===== config.mk =====
export PLATFORM = sky130hd
export DESIGN_NAME = io_out_pop_exec
export DESIGN_NICKNAME = d
export VERILOG_FILES = /design/src/exec_pkg.sv /design/src/tstate_seq.sv /design/src/io_out_pop_exec.sv
export SDC_FILE = /design/constraint.sdc
export NUM_CORES = 1
export LEC_CHECK = 0
export ABC_AREA = 1
export BUFFER_PORTS_ARGS = -buffer_cell sky130_fd_sc_hd__clkbuf_2
export CAP_MARGIN = 20
export CORE_AREA = 8 8 162 164
export CTS_BUF_LIST = sky130_fd_sc_hd__clkbuf_16
export DETAILED_ROUTE_END_ITERATION = 8
export DIE_AREA = 0 0 170 172
export HOLD_SLACK_MARGIN = 0.06
export PLACE_DENSITY = 0.8
export SLEW_MARGIN = 20
export SYNTH_ARGS = -nofsm -noshare
export SYNTH_HDL_FRONTEND = slang
export SYNTH_SLANG_ARGS = --single-unit

===== constraint.sdc =====
create_clock -name pclk -period 3.08 [get_ports pclk]
set_input_delay 0.616 -clock pclk [delete_from_list [all_inputs] [get_ports pclk]]
set_output_delay 0.616 -clock pclk [all_outputs]
set_load 0.02 [all_outputs]

===== src/exec_pkg.sv =====
`default_nettype none
package exec_pkg;
    // Register word offsets on the APB bus.
    localparam logic [7:0] ADDR_CTRL  = 8'h00;
    localparam logic [7:0] ADDR_INSTR = 8'h04;
    localparam logic [7:0] ADDR_BC    = 8'h08;
    localparam logic [7:0] ADDR_DE    = 8'h0C;
    localparam logic [7:0] ADDR_MP    = 8'h10;
    localparam logic [7:0] ADDR_AF    = 8'h14;
    localparam logic [7:0] ADDR_STACK = 8'h18;
    localparam logic [7:0] ADDR_IDX1  = 8'h1C;
    localparam logic [7:0] ADDR_IDX2  = 8'h20;
    localparam logic [7:0] ADDR_PC    = 8'h24;

    // Control and status bit positions.
    localparam int CTRL_GO   = 0;
    localparam int STAT_BUSY = 0;
    localparam int STAT_DONE = 1;
    localparam int STAT_BRK  = 2;
    localparam int STAT_BAD  = 3;

    // Flag positions in the flag byte.
    localparam int FLAG_ZERO = 6;
    localparam int FLAG_SUB  = 1;

    localparam logic [15:0] REG_RESET = 16'h0000;

    // Opcode bytes.
    localparam logic [7:0] PFX_ED      = 8'hED;
    localparam logic [7:0] PFX_IDX1    = 8'hDD;
    localparam logic [7:0] PFX_IDX2    = 8'hFD;
    localparam logic [7:0] OPC_POP     = 8'hE1;
    localparam logic [7:0] OPC_OUT_N   = 8'hD3;
    localparam logic [7:0] OPC_STEP_UP = 8'hA3;
    localparam logic [7:0] OPC_STEP_DN = 8'hAB;
    localparam logic [7:0] OPC_REP_UP  = 8'hB3;
    localparam logic [7:0] OPC_REP_DN  = 8'hBB;
    localparam logic [7:0] OUT_C_MASK  = 8'hC7;
    localparam logic [7:0] OUT_C_CODE  = 8'h41;
    localparam logic [2:0] SRC_NONE    = 3'b110;

    // T states per machine cycle.
    localparam logic [2:0] T_FETCH      = 3'd4;
    localparam logic [2:0] T_FETCH_LONG = 3'd5;
    localparam logic [2:0] T_MEM_RD     = 3'd3;
    localparam logic [2:0] T_IO_WR      = 3'd4;
    localparam logic [2:0] T_TAIL       = 3'd5;
    localparam logic [2:0] T_OPERAND    = 3'd3;

    // Clock cycles per T state and instruction length in bytes.
    localparam int          T_CLK_DIV  = 4;
    localparam logic [15:0] INSTR_LEN  = 16'h0002;

    typedef enum {op_none, op_blk, op_out_c, op_out_n, op_pop} op_e;
endpackage : exec_pkg
`default_nettype wire


===== src/tstate_seq.sv =====
`timescale 1ns/1ps
`default_nettype none
// Divides pclk into T-state ticks and marks the last tick of each machine cycle.
module tstate_seq #(
    parameter int DIV   = 4,
    parameter int DIV_W = 8
) (
    input  wire logic       pclk,
    input  wire logic       presetn,
    input  wire logic       run,
    input  wire logic [2:0] m_len,
    output logic            t_tick,
    output logic            m_end
);
    logic [DIV_W-1:0] div_cnt;
    logic [2:0]       t_num;

    assign t_tick = run && (div_cnt == DIV_W'(DIV - 1));
    assign m_end  = t_tick && (t_num == m_len - 3'd1);

    always_ff @(posedge pclk or negedge presetn) begin
        if (!presetn) begin
            div_cnt <= '0;
            t_num   <= 3'd0;
        end else if (!run) begin
            div_cnt <= '0;
            t_num   <= 3'd0;
        end else begin
            div_cnt <= t_tick ? '0 : div_cnt + 1'b1;
            if (t_tick) begin
                t_num <= m_end ? 3'd0 : t_num + 3'd1;
            end
        end
    end
endmodule : tstate_seq
`default_nettype wire


===== src/io_out_pop_exec.sv =====
`timescale 1ns/1ps
`default_nettype none
// Notes on behaviour
// - Block and step output first read the byte at the memory pointer and hold it.
// - Byte count high byte decrements before the port write; address is {count, port}.
// - Repeat-up bumps the pointer; repeats while count nonzero, else finishes.
// - A count of zero wraps, so a repeat moves 256 bytes.
// - Interrupts accepted and two refresh cycles run between repeat iterations.
// - A repeating up iteration takes 5 machine cycles, 21 T states (4,5,3,4,5).
// - The last repeat iteration takes 4 machine cycles, 16 T states (4,5,3,4).
// - Repeat completion sets zero and subtract flags; others left as they were.
// - Step output sets zero when count reaches zero, sets subtract.
// - Step-down (ED AB) writes one port byte, then lowers the pointer.
// - Step output takes 4 machine cycles, 16 T states, and never repeats.
// - Register output drives {count, port} and writes the chosen register.
// - Source field: 000 B, 001 C, 010 D, 011 E, 100 H, 101 L, 111 A.
// - Register output takes 3 machine cycles, 12 T states, flags untouched.
// - Immediate output drives {accumulator, operand} and writes the accumulator.
// - Immediate output takes 3 machine cycles, 11 T states, flags untouched.
// - Index pull reads low at stack top, bumps pointer, reads high, bumps again.
// - The second index pull (FD E1) uses the same low then high order.
// - Index pull takes 4 machine cycles, 14 T states (4,4,3,3), flags untouched.
// - Repeat-down lowers the pointer after each write, repeats while count nonzero.
// - A repeating down iteration takes 5 machine cycles, 21 T states.
module io_out_pop_exec #(
    parameter int T_DIV = exec_pkg::T_CLK_DIV
) (
    input  wire logic        pclk,
    input  wire logic        presetn,
    input  wire logic        psel,
    input  wire logic        penable,
    input  wire logic        pwrite,
    input  wire logic [7:0]  paddr,
    input  wire logic [31:0] pwdata,
    output logic             pready,
    output logic [31:0]      prdata,
    output logic             pslverr,
    output logic [15:0]      bus_addr,
    output logic [7:0]       bus_dout,
    input  wire logic [7:0]  bus_din,
    output logic             mem_rd,
    output logic             io_wr,
    output logic             refresh,
    output logic [6:0]       refresh_row,
    input  wire logic        int_req,
    output logic             int_ack
);
    import exec_pkg::*;

    typedef enum {st_idle, st_run} run_state_e;

    run_state_e  state;
    op_e         op;
    logic [2:0]  m_idx;
    logic        step_down;
    logic        step_repeat;
    logic        pull_second;
    logic [2:0]  src_sel;
    logic [7:0]  port_imm;
    logic [7:0]  xfer;
    logic [15:0] instr;
    logic [15:0] bc;
    logic [15:0] de;
    logic [15:0] memory_pointer_pair;
    logic [15:0] af;
    logic [15:0] stack_top_pointer;
    logic [15:0] first_index_pointer;
    logic [15:0] second_index_pointer;
    logic [15:0] program_counter;
    logic        done;
    logic        brk;
    logic        bad;
    logic        int_s1;
    logic        int_s2;

    // Instruction decode from the staged opcode bytes.
    wire [7:0] first_byte  = instr[7:0];
    wire [7:0] second_byte = instr[15:8];
    wire dec_blk = first_byte == PFX_ED &&
                   (second_byte == OPC_STEP_UP || second_byte == OPC_STEP_DN ||
                    second_byte == OPC_REP_UP || second_byte == OPC_REP_DN);
    wire dec_out_c = first_byte == PFX_ED && (second_byte & OUT_C_MASK) == OUT_C_CODE &&
                     second_byte[5:3] != SRC_NONE;
    wire dec_out_n = first_byte == OPC_OUT_N;
    wire dec_pop = (first_byte == PFX_IDX1 || first_byte == PFX_IDX2) && second_byte == OPC_POP;
    op_e dec_op;
    assign dec_op = dec_blk ? op_blk : dec_out_c ? op_out_c : dec_out_n ? op_out_n :
                    dec_pop ? op_pop : op_none;

    // APB decode.
    wire apb_setup  = psel && !penable;
    wire apb_wr     = psel && penable && pready && pwrite;
    wire hit_ctrl   = paddr == ADDR_CTRL;
    wire hit_instr  = paddr == ADDR_INSTR;
    wire hit_bc     = paddr == ADDR_BC;
    wire hit_de     = paddr == ADDR_DE;
    wire hit_mp     = paddr == ADDR_MP;
    wire hit_af     = paddr == ADDR_AF;
    wire hit_stack  = paddr == ADDR_STACK;
    wire hit_idx1   = paddr == ADDR_IDX1;
    wire hit_idx2   = paddr == ADDR_IDX2;
    wire hit_pc     = paddr == ADDR_PC;
    wire mapped     = hit_ctrl | hit_instr | hit_bc | hit_de | hit_mp | hit_af |
                      hit_stack | hit_idx1 | hit_idx2 | hit_pc;
    wire run        = state == st_run;
    wire reg_wr     = apb_wr && !run;
    wire ctrl_wr    = apb_wr && hit_ctrl;
    wire go_req     = ctrl_wr && pwdata[CTRL_GO] && !run;
    wire start      = go_req && dec_op != op_none;
    wire reject     = go_req && dec_op == op_none;

    wire [31:0] rd_word =
        hit_ctrl  ? {28'h000_0000, bad, brk, done, run} :
        hit_instr ? {16'h0000, instr} :
        hit_bc    ? {16'h0000, bc} :
        hit_de    ? {16'h0000, de} :
        hit_mp    ? {16'h0000, memory_pointer_pair} :
        hit_af    ? {16'h0000, af} :
        hit_stack ? {16'h0000, stack_top_pointer} :
        hit_idx1  ? {16'h0000, first_index_pointer} :
        hit_idx2  ? {16'h0000, second_index_pointer} :
        hit_pc    ? {16'h0000, program_counter} : 32'h0000_0000;

    // Machine cycle lengths per instruction and cycle index.
    // Repeat iteration lengths.
    wire [2:0] len_blk = m_idx == 3'd0 ? T_FETCH : m_idx == 3'd1 ? T_FETCH_LONG :
                         m_idx == 3'd2 ? T_MEM_RD : m_idx == 3'd3 ? T_IO_WR : T_TAIL;
    wire [2:0] len_n   = m_idx == 3'd1 ? T_OPERAND : m_idx == 3'd2 ? T_IO_WR : T_FETCH;
    wire [2:0] len_pop = m_idx < 3'd2 ? T_FETCH : T_MEM_RD;
    wire [2:0] len_c   = m_idx == 3'd2 ? T_IO_WR : T_FETCH;
    wire [2:0] m_len   = op == op_blk ? len_blk : op == op_out_n ? len_n :
                         op == op_pop ? len_pop : len_c;
    wire       m_end;

    tstate_seq #(
        .DIV   (T_DIV),
        .DIV_W (8)
    ) u_seq (
        .pclk    (pclk),
        .presetn (presetn),
        .run     (run),
        .m_len   (m_len),
        .t_tick  (),
        .m_end   (m_end)
    );

    wire [7:0] src_byte = src_sel == 3'b000 ? bc[15:8] :
                          src_sel == 3'b001 ? bc[7:0] :
                          src_sel == 3'b010 ? de[15:8] :
                          src_sel == 3'b011 ? de[7:0] :
                          src_sel == 3'b100 ? memory_pointer_pair[15:8] :
                          src_sel == 3'b101 ? memory_pointer_pair[7:0] : af[15:8];

    wire is_out   = op == op_out_c || op == op_out_n;
    // Memory read cycle at the pointer.
    wire rd_cycle = run && ((op == op_blk && m_idx == 3'd2) || (op == op_pop && m_idx >= 3'd2));
    wire wr_cycle = run && ((op == op_blk && m_idx == 3'd3) || (is_out && m_idx == 3'd2));
    wire [15:0] rd_addr = op == op_pop ? stack_top_pointer : memory_pointer_pair;
    wire [15:0] wr_addr = op == op_out_n ? {af[15:8], port_imm} : bc;
    wire [7:0]  wr_data = op == op_blk ? xfer : op == op_out_n ? af[15:8] : src_byte;

    wire dec_end  = m_end && op == op_blk && m_idx == 3'd1;
    wire rd_end   = m_end && rd_cycle;
    wire xfer_end = m_end && op == op_blk && m_idx == 3'd3;
    wire tail_end = m_end && op == op_blk && m_idx == 3'd4;
    wire more     = step_repeat && bc[15:8] != 8'h00;
    wire finish   = (xfer_end && !more) || (m_end && is_out && m_idx == 3'd2) ||
                    (m_end && op == op_pop && m_idx == 3'd3);
    wire brk_take = tail_end && int_s2;
    wire [15:0] ptr_step = step_down ? memory_pointer_pair - 16'h0001 :
                                       memory_pointer_pair + 16'h0001;
    wire [15:0] sp_inc   = stack_top_pointer + 16'h0001;
    wire [15:0] pulled   = {bus_din, xfer};

    // Interrupt request pin synchroniser.
    always_ff @(posedge pclk or negedge presetn) begin
        if (!presetn) begin
            int_s1 <= 1'b0;
            int_s2 <= 1'b0;
        end else begin
            int_s1 <= int_req;
            int_s2 <= int_s1;
        end
    end

    // Sequencer state.
    always_ff @(posedge pclk or negedge presetn) begin
        if (!presetn) begin
            state       <= st_idle;
            op          <= op_none;
            m_idx       <= 3'd0;
            step_down   <= 1'b0;
            step_repeat <= 1'b0;
            pull_second <= 1'b0;
            src_sel     <= 3'd0;
            port_imm    <= 8'h00;
        end else if (start) begin
            state       <= st_run;
            op          <= dec_op;
            m_idx       <= 3'd0;
            step_down   <= second_byte[3];
            step_repeat <= second_byte[4];
            pull_second <= first_byte == PFX_IDX2;
            src_sel     <= second_byte[5:3];
            port_imm    <= second_byte;
        end else if (finish || brk_take) begin
            state <= st_idle;
            m_idx <= 3'd0;
        end else if (tail_end) begin
            // Only a repeating pass runs the fifth cycle.
            m_idx <= 3'd0;
        end else if (m_end) begin
            m_idx <= m_idx + 3'd1;
        end
    end

    // Sticky status: a hardware set wins over a software clear.
    always_ff @(posedge pclk or negedge presetn) begin
        if (!presetn) begin
            done <= 1'b0;
            brk  <= 1'b0;
            bad  <= 1'b0;
        end else begin
            done <= finish || (done && !(ctrl_wr && pwdata[STAT_DONE]));
            brk  <= brk_take || (brk && !(ctrl_wr && pwdata[STAT_BRK]));
            bad  <= reject || (bad && !(ctrl_wr && pwdata[STAT_BAD]));
        end
    end

    // Byte counter, pointer and flags.
    always_ff @(posedge pclk or negedge presetn) begin
        if (!presetn) begin
            bc                  <= REG_RESET;
            memory_pointer_pair <= REG_RESET;
            af                  <= REG_RESET;
            xfer                <= 8'h00;
        end else if (run) begin
            if (dec_end) begin
                // Count drops before the write, wrapping at zero.
                bc[15:8] <= bc[15:8] - 8'h01;
            end
            if (rd_end) begin
                xfer <= bus_din;
            end
            if (xfer_end) begin
                memory_pointer_pair <= ptr_step;
                // Zero tracks the count, subtract set.
                af[FLAG_ZERO] <= bc[15:8] == 8'h00;
                af[FLAG_SUB]  <= 1'b1;
            end
        end else if (reg_wr) begin
            if (hit_bc) bc <= pwdata[15:0];
            if (hit_mp) memory_pointer_pair <= pwdata[15:0];
            if (hit_af) af <= pwdata[15:0];
        end
    end

    // Stack, index and program counter.
    always_ff @(posedge pclk or negedge presetn) begin
        if (!presetn) begin
            de                   <= REG_RESET;
            stack_top_pointer    <= REG_RESET;
            first_index_pointer  <= REG_RESET;
            second_index_pointer <= REG_RESET;
            program_counter      <= REG_RESET;
            instr                <= REG_RESET;
        end else if (run) begin
            // Each pull read bumps the stack top.
            if (rd_end && op == op_pop) begin
                stack_top_pointer <= sp_inc;
            end
            // High byte lands last in the selected index.
            if (finish && op == op_pop && !pull_second) first_index_pointer <= pulled;
            if (finish && op == op_pop && pull_second) second_index_pointer <= pulled;
            // A repeat or break keeps the counter on the instruction.
            if (finish) begin
                program_counter <= program_counter + INSTR_LEN;
            end
        end else if (reg_wr) begin
            if (hit_de) de <= pwdata[15:0];
            if (hit_stack) stack_top_pointer <= pwdata[15:0];
            if (hit_idx1) first_index_pointer <= pwdata[15:0];
            if (hit_idx2) second_index_pointer <= pwdata[15:0];
            if (hit_pc) program_counter <= pwdata[15:0];
            if (hit_instr) instr <= pwdata[15:0];
        end
    end

    // External bus strobes, registered.
    always_ff @(posedge pclk or negedge presetn) begin
        if (!presetn) begin
            bus_addr <= REG_RESET;
            bus_dout <= 8'h00;
            mem_rd   <= 1'b0;
            io_wr    <= 1'b0;
        end else begin
            bus_addr <= rd_cycle ? rd_addr : wr_cycle ? wr_addr : REG_RESET;
            bus_dout <= wr_cycle ? wr_data : 8'h00;
            mem_rd   <= rd_cycle;
            io_wr    <= wr_cycle;
        end
    end

    // Refresh after each of the first two machine cycles, and interrupt acknowledge.
    always_ff @(posedge pclk or negedge presetn) begin
        if (!presetn) begin
            refresh     <= 1'b0;
            refresh_row <= 7'h00;
            int_ack     <= 1'b0;
        end else begin
            refresh <= run && m_end && m_idx < 3'd2;
            if (run && m_end && m_idx < 3'd2) begin
                refresh_row <= refresh_row + 7'h01;
            end
            int_ack <= brk_take;
        end
    end

    // APB slave with one access cycle.
    always_ff @(posedge pclk or negedge presetn) begin
        if (!presetn) begin
            pready  <= 1'b0;
            prdata  <= 32'h0000_0000;
            pslverr <= 1'b0;
        end else begin
            pready  <= apb_setup;
            prdata  <= apb_setup && !pwrite ? rd_word : 32'h0000_0000;
            pslverr <= apb_setup && !mapped;
        end
    end
endmodule : io_out_pop_exec
`default_nettype wire


* Word level (Yosys, flattened, before mapping)
Cells that the tools add are included.
Storage, ports and cells: register bits 302, logic and storage cells 280, output and inout bits 69
Operators by class: $lt $le $gt $ge 2, reduce and logical (&&, ||, !) cells 99, bitwise gates (word level) 10, muxes and demuxes 79, equality and inequality tests 43, $add $sub $neg 10
Operator list (number):
- $mux W16 | 38
- $mux W8 | 13
- $eq A8 B8 Y1 const B | 9
- $eq A32 B2 Y1 const B | 2
- $eq A32 B3 Y1 const B | 2
- $mux W32 | 2
- $mux W3 | 19
- $logic_and A1 B1 Y1 | 48
- $reduce_and A3 Y1 | 11
- $add A16 B1 Y16 const B | 2
- $eq A32 B4 Y1 const B | 1
- $eq A8 B5 Y1 const B | 4
- $logic_not A32 Y1 | 1
- $reduce_bool A32 Y1 | 1
- $reduce_bool A2 Y1 | 9
- $add A16 B2 Y16 const B | 1
- $eq A8 B4 Y1 const B | 2
- $eq A8 B6 Y1 const B | 2
- $logic_not A8 Y1 | 2
- $sub A16 B1 Y16 const B | 1
- $mux W7 | 2
- $ne A2 B1 Y1 const B | 7
- $logic_or A1 B1 Y1 | 13
- $eq A3 B2 Y1 const B | 4
- 22 further kinds | 47

* Longest topological paths before layout
depth in word-level cells 18, mapped depth 22

* Cells and area by module
A second synthesis with hierarchy kept.
Second synthesis, totals: cell total of the unflattened synthesis 1854, area total of the unflattened synthesis 13832.0 sq um
Modules (own cells, without submodules):
- io_out_pop_exec | cells each 1767, times used 1, area each 13161.4 sq um
- tstate_seq | cells each 87, times used 1, area each 670.6 sq um

* Least setup slack after synthesis
No wires, ideal clock.
path type reg-to-reg, start reg m_idx[0], end reg program_counter[10], arrival time 2.504 ns, buffers on the path 2, data required time 2.967 ns, setup slack 0.463 ns, cell stages (with the launch flop) 18, clock period less this slack 2.617 ns, library setup time 0.113 ns, cells stage by stage dfrtp_1 ha_1 ha_1 nand3_1 nand2_1 nand2_1 nand2_2 ha_1 xor2_1 nand3_4 nor2_4 nand3_2 nand2_1 buf_6 buf_6 nand3_1 nand2_1 inv_1
Between the ends: cells in the longest elaborated chain, start to end 16, elaborated cells on any way between the ends 28
RTL lines:
- start: declaration | RTL line io_out_pop_exec.sv:54 | logic [2:0] m_idx;
- start signal: assignment | RTL line io_out_pop_exec.sv:213 | m_idx <= m_idx + 3'd1;
- parallel branches: the longest is 13 deep, another holds $lt A3 B2 Y1
- $logic_or A1 B1 Y1 (*) | RTL line io_out_pop_exec.sv:167 | wire finish = (xfer_end && !more) || (m_end && is_out && m_idx == 3'd2) ||
- $ne A2 B1 Y1 (no line) (*)
- $reduce_and A3 Y1 (no line) (*)
- end signal: assignment | RTL line io_out_pop_exec.sv:277 | program_counter <= program_counter + INSTR_LEN;
- end signal: assignment | RTL line io_out_pop_exec.sv:284 | if (hit_pc) program_counter <= pwdata[15:0];
- end: declaration | RTL line io_out_pop_exec.sv:69 | logic [15:0] program_counter;
Every way passes the cells marked *. A chain may end at the register's enable or synchronous reset.

* Worst setup path after layout
start reg m_idx[1], end reg stack_top_pointer[9]
Between the ends: cells in the longest elaborated chain, start to end 13, elaborated cells on any way between the ends 26
RTL lines:
- parallel branches: the longest is 9 deep, another holds $lt A3 B2 Y1
- $logic_and A1 B1 Y1 (*) | RTL line io_out_pop_exec.sv:163 | wire rd_end = m_end && rd_cycle;
- $logic_and A1 B1 Y1 (*) | RTL line io_out_pop_exec.sv:269 | if (rd_end && op == op_pop) begin
- $ne A2 B1 Y1 (no line) (*)
- $reduce_and A3 Y1 (no line) (*)
- end signal: assignment | RTL line io_out_pop_exec.sv:270 | stack_top_pointer <= sp_inc;
- end signal: assignment | RTL line io_out_pop_exec.sv:281 | if (hit_stack) stack_top_pointer <= pwdata[15:0];
- end: declaration | RTL line io_out_pop_exec.sv:66 | logic [15:0] stack_top_pointer;
Marks and branches as above.

==> key figures <==
CTS
  – TritonCTS Buffers: 26
  – Reg clk slew, reported paths: 0.06 ns
  – CTS tree: yes
  – Worst-skew pair later-pin latency: 0.55 ns
  – Hold_buf cts: 0
  – Maximum root-to-sink buffer count: 3
  – Clock Sink Count: 237
  – Cell at the root of the clock tree: clkbuf_16
  – Max H-tree Level: 1

Cells and area
  – Layout area overhead: 13.2%
  – Layout cells sized above 1: 11.8%
  – Final nets: 2,119
  – # fillers: 2,186
  – Ant diodes: 0

Worst hold path
  – Min-delay worst type: primary input to asynchronous set/reset pin

Synth
  – Warnings, synthesis: 0
  – Number of synthesized flops with an enable pin: 0
  – Synth Register Bits: 237
  – Synth unique cells: 48
  – Cell Area, Synth: 14,000 um^2
  – Mux cell area share after synthesis: 0%
  – Synth area leader: dfrtp_1
  – FFs w/ async S/R, synth: 100%
  – Compound-Gate Fraction of Synth Area: 16.2%
  – XOR/XNOR Fraction of Synth Area: 1.62%
  – Largest family of logic cells by synthesized area: simple AND/OR/NAND/NOR gates
  – Post-Synth Simple-Gate Area: 27.3%
  – Top cells by area, synth: dfrtp_1 (42%), nand2_1 (14%), o21ai_0 (8.1%)
  – Main synth FF type: dfrtp_1
  – Syn_area_per_cell: 7.26 um^2
  – Most numerous cell in the Yosys netlist: nand2_1
  – Sequential fraction of the synthesis area: 42.3%
  – Adder-cell area share of the yosys netlist: 2.55%
  – Synth Instances: 1,932
  – Area fraction of the dominant cell type after synthesis: 42.3%
  – Top cells by count, synth: nand2_1 (531), inv_1 (246), dfrtp_1 (237)

Timing
  – Sum of negative setup slack: 0 ns
  – Final hold viol count: 0
  – Slew @ Worst Pin: 0.631 ns
  – Rel. slew slack: 57.8%
  – Max-slew violation count: 0
  – Clock skew: 0.0199 ns
  – Period utilisation layout: 94.4%
  – # setup viols final: 0
  – Fmax: 344 MHz
  – Hold WS: 0.0556 ns
  – Post-layout min period: 2.91 ns

Global routing
  – Largest net degree at the start of global routing: 75
  – First-pass GRT wire length: 77,900 um
  – Global-route usage over all layers: 35.3%
  – Initial antenna violation count: 1
  – Vias in the first global route: 13,200
  – Global route overflow: 0

Routing
  – Met2 wire len: 22,300 um
  – Via density per instance: 5.89
  – Met1 wire length: 20,800 um
  – Max layer used: met4
  – Metal3 WL: 5510 um
  – Antenna Nets Post-Route: 0
  – Routed via count: 14,000
  – WL/cell: 21.6 um
  – Initial DRC Count: 1,927
  – DR pass1 iterations: 7
  – Residual DRC: 0
  – Drt total wl: 51,400 um

Power and ir drop
  – Pwr Density: 407 nW/um^2
  – Lkg Pwr: 7.96 nW
  – Max VDD drop: 0.393 mV

Critical path
  – CP arrival: 3.39 ns
  – Critical path cell sequence: inv_4, ha_2, nand2_1, inv_2, nand2_2, nand3_2, nand2_2, ha_1, xor2_1, nand4_1, nand2_1, inv_2, nor2_4, nand4_1, nand2_2, buf_4, nand3_1, nand2_1
  – Largest stage delay on the critical path: 0.45 ns
  – CP Capture Type: flip-flop
  – Critical Path Slowest Stage Cell: dfrtp_2
  – Required @ worst endpoint: 3.56 ns
  – Critical path class: flip-flop to flip-flop
  – R2R setup slack: 0.17 ns
  – Critical Path Start Type: flip-flop
  – Worst path bufs/invs: 4
  – CP max FO: 16
  – Crit path from: m_idx[1]
  – Cell family with most CP delay: simple AND/OR/NAND/NOR gates
  – RR Startpoint: m_idx[1]

Run
  – Max-cap violations: 0

Floorplanning
  – Starting Density: 58.9%
  – DIE AREA: 29,200 um^2
  – Die Span X: 170 um
  – Die H: 172 um
  – CORE AREA: 23,800 um^2
  – Ports: 123
  – FP Rows: 57

Placed design
  – Dpl hpwl: 39,200 um
  – PortBufs: 90
  – Gpl congestion: 1.05

Run status
  – Status: completed
## area by class of cell
class,instances,area (um^2),area share [%]
Multi-Input combinational cell,1371,6820,43.0
Inverter,254,956,6.02
Clock inverter,18,138,0.867
Tap cell,324,405,2.55
Timing Repair Buffer,147,951,5.99
Sequential cell,237,5930,37.4
Clock buffer,27,676,4.25
## final timing paths
path | cells past startpoint | endpoint
worst max register to register | 18 | stack_top_pointer[9]
worst max-delay path | 18 | stack_top_pointer[9]
worst min register to register | 0 | int_s2
worst min-delay path | 1 | brk
max in group asynchronous | 2 | stack_top_pointer[9]
min in group pclk | 1 | int_s1
## layout by cell type (no fill, tap or decap), drive strengths merged, types with 4 or more instances in the layout
| cell | count |
|---|---|
| o31ai | 5 |
| or2 | 13 |
| o21ai | 228 |
| a21oi | 108 |
| nand2 | 544 |
| nor4 | 12 |
| nand4 | 18 |
| a31oi | 4 |
| xnor2 | 6 |
| conb | 16 |
| nor3 | 28 |
| nor2 | 100 |
| o221ai | 7 |
| dfrtp | 237 |
| o211ai | 47 |
| ha | 27 |
| o22ai | 5 |
| nand3 | 166 |
| xor2 | 20 |
| clkinv | 16 |
| clkbuf | 116 |
| inv | 253 |
| buf | 58 |
## report_power, final
| part | switching, W | total (W) | internal, W | leakage (nW) |
|---|---|---|---|---|
| Sequential | 0.0000107 | 0.00314 | 0.00313 | 2.78 |
| Combinational | 0.000184 | 0.000243 | 0.0000589 | 4.76 |
| Clock | 0.00133 | 0.00307 | 0.00174 | 0.415 |
| Total | 0.00153 | 0.00646 | 0.00493 | 7.96 |
## logic make-up (layout without fill, tap and decap cells)
kind of cell,count (synthesis),in the layout
other cells,1,16
simple gates,887,888
flops,237,237
xor+xnor,26,26
compound gates,413,413
fa+ha+maj,28,28
buf+inv,340,446
## registers in the layout, indices dropped and copies added, names as in the netlist, 2 cells and up
register,cells
prdata,16
bc,16
bus_addr,16
m_idx,3
second_index_pointer,16
stack_top_pointer,16
de,16
refresh_row,7
af,16
u_seq.div_cnt,8
bus_dout,8
port_imm,6
xfer,8
src_sel,2
op,3
u_seq.t_num,3
first_index_pointer,16
instr,16
program_counter,16
memory_pointer_pair,16
## per-stage QoR
step / instances / instance area [um^2] / total power [W] / util (%) / setup WS [ns]
after floorplan: 1947 / 14100 / 0.00330 / - / 0.463
after global placement: 2330 / 15000 / 0.00343 / 62.9 / 0.165
after detailed placement: 2330 / 15000 / 0.00344 / 62.9 / 0.101
after CTS: 2375 / 15800 / 0.00645 / 66.3 / 0.0611
after global routing: 2378 / 15900 / 0.00659 / 66.7 / -0.0233
final: 2378 / 15900 / 0.00646 / 66.7 / 0.171
## per-layer routing
metal	up-vias	GRT usage, %
li1	6505	-
met1	6618	46.4
met2	742	54.1
met3	140	8.61
met4	0	17.3
met5	-	0
## timing repair
action / in CTS / in global routing
setup buffers: 0 / 2
gates resized for setup: 0 / 18
endpoints found under the setup margin: 0 / 97
endpoints found under the hold margin: 0 / 0
## worst reg2reg max path: cells and delay by family, from the launching register on
kind,cells,cell delay (ns)
xor+xnor,1,0.18
fa+ha+maj,2,0.39
buf+inv,4,0.49
flops,1,0.45
simple gates,11,1.37
Power figures use the tool's default switching activity.
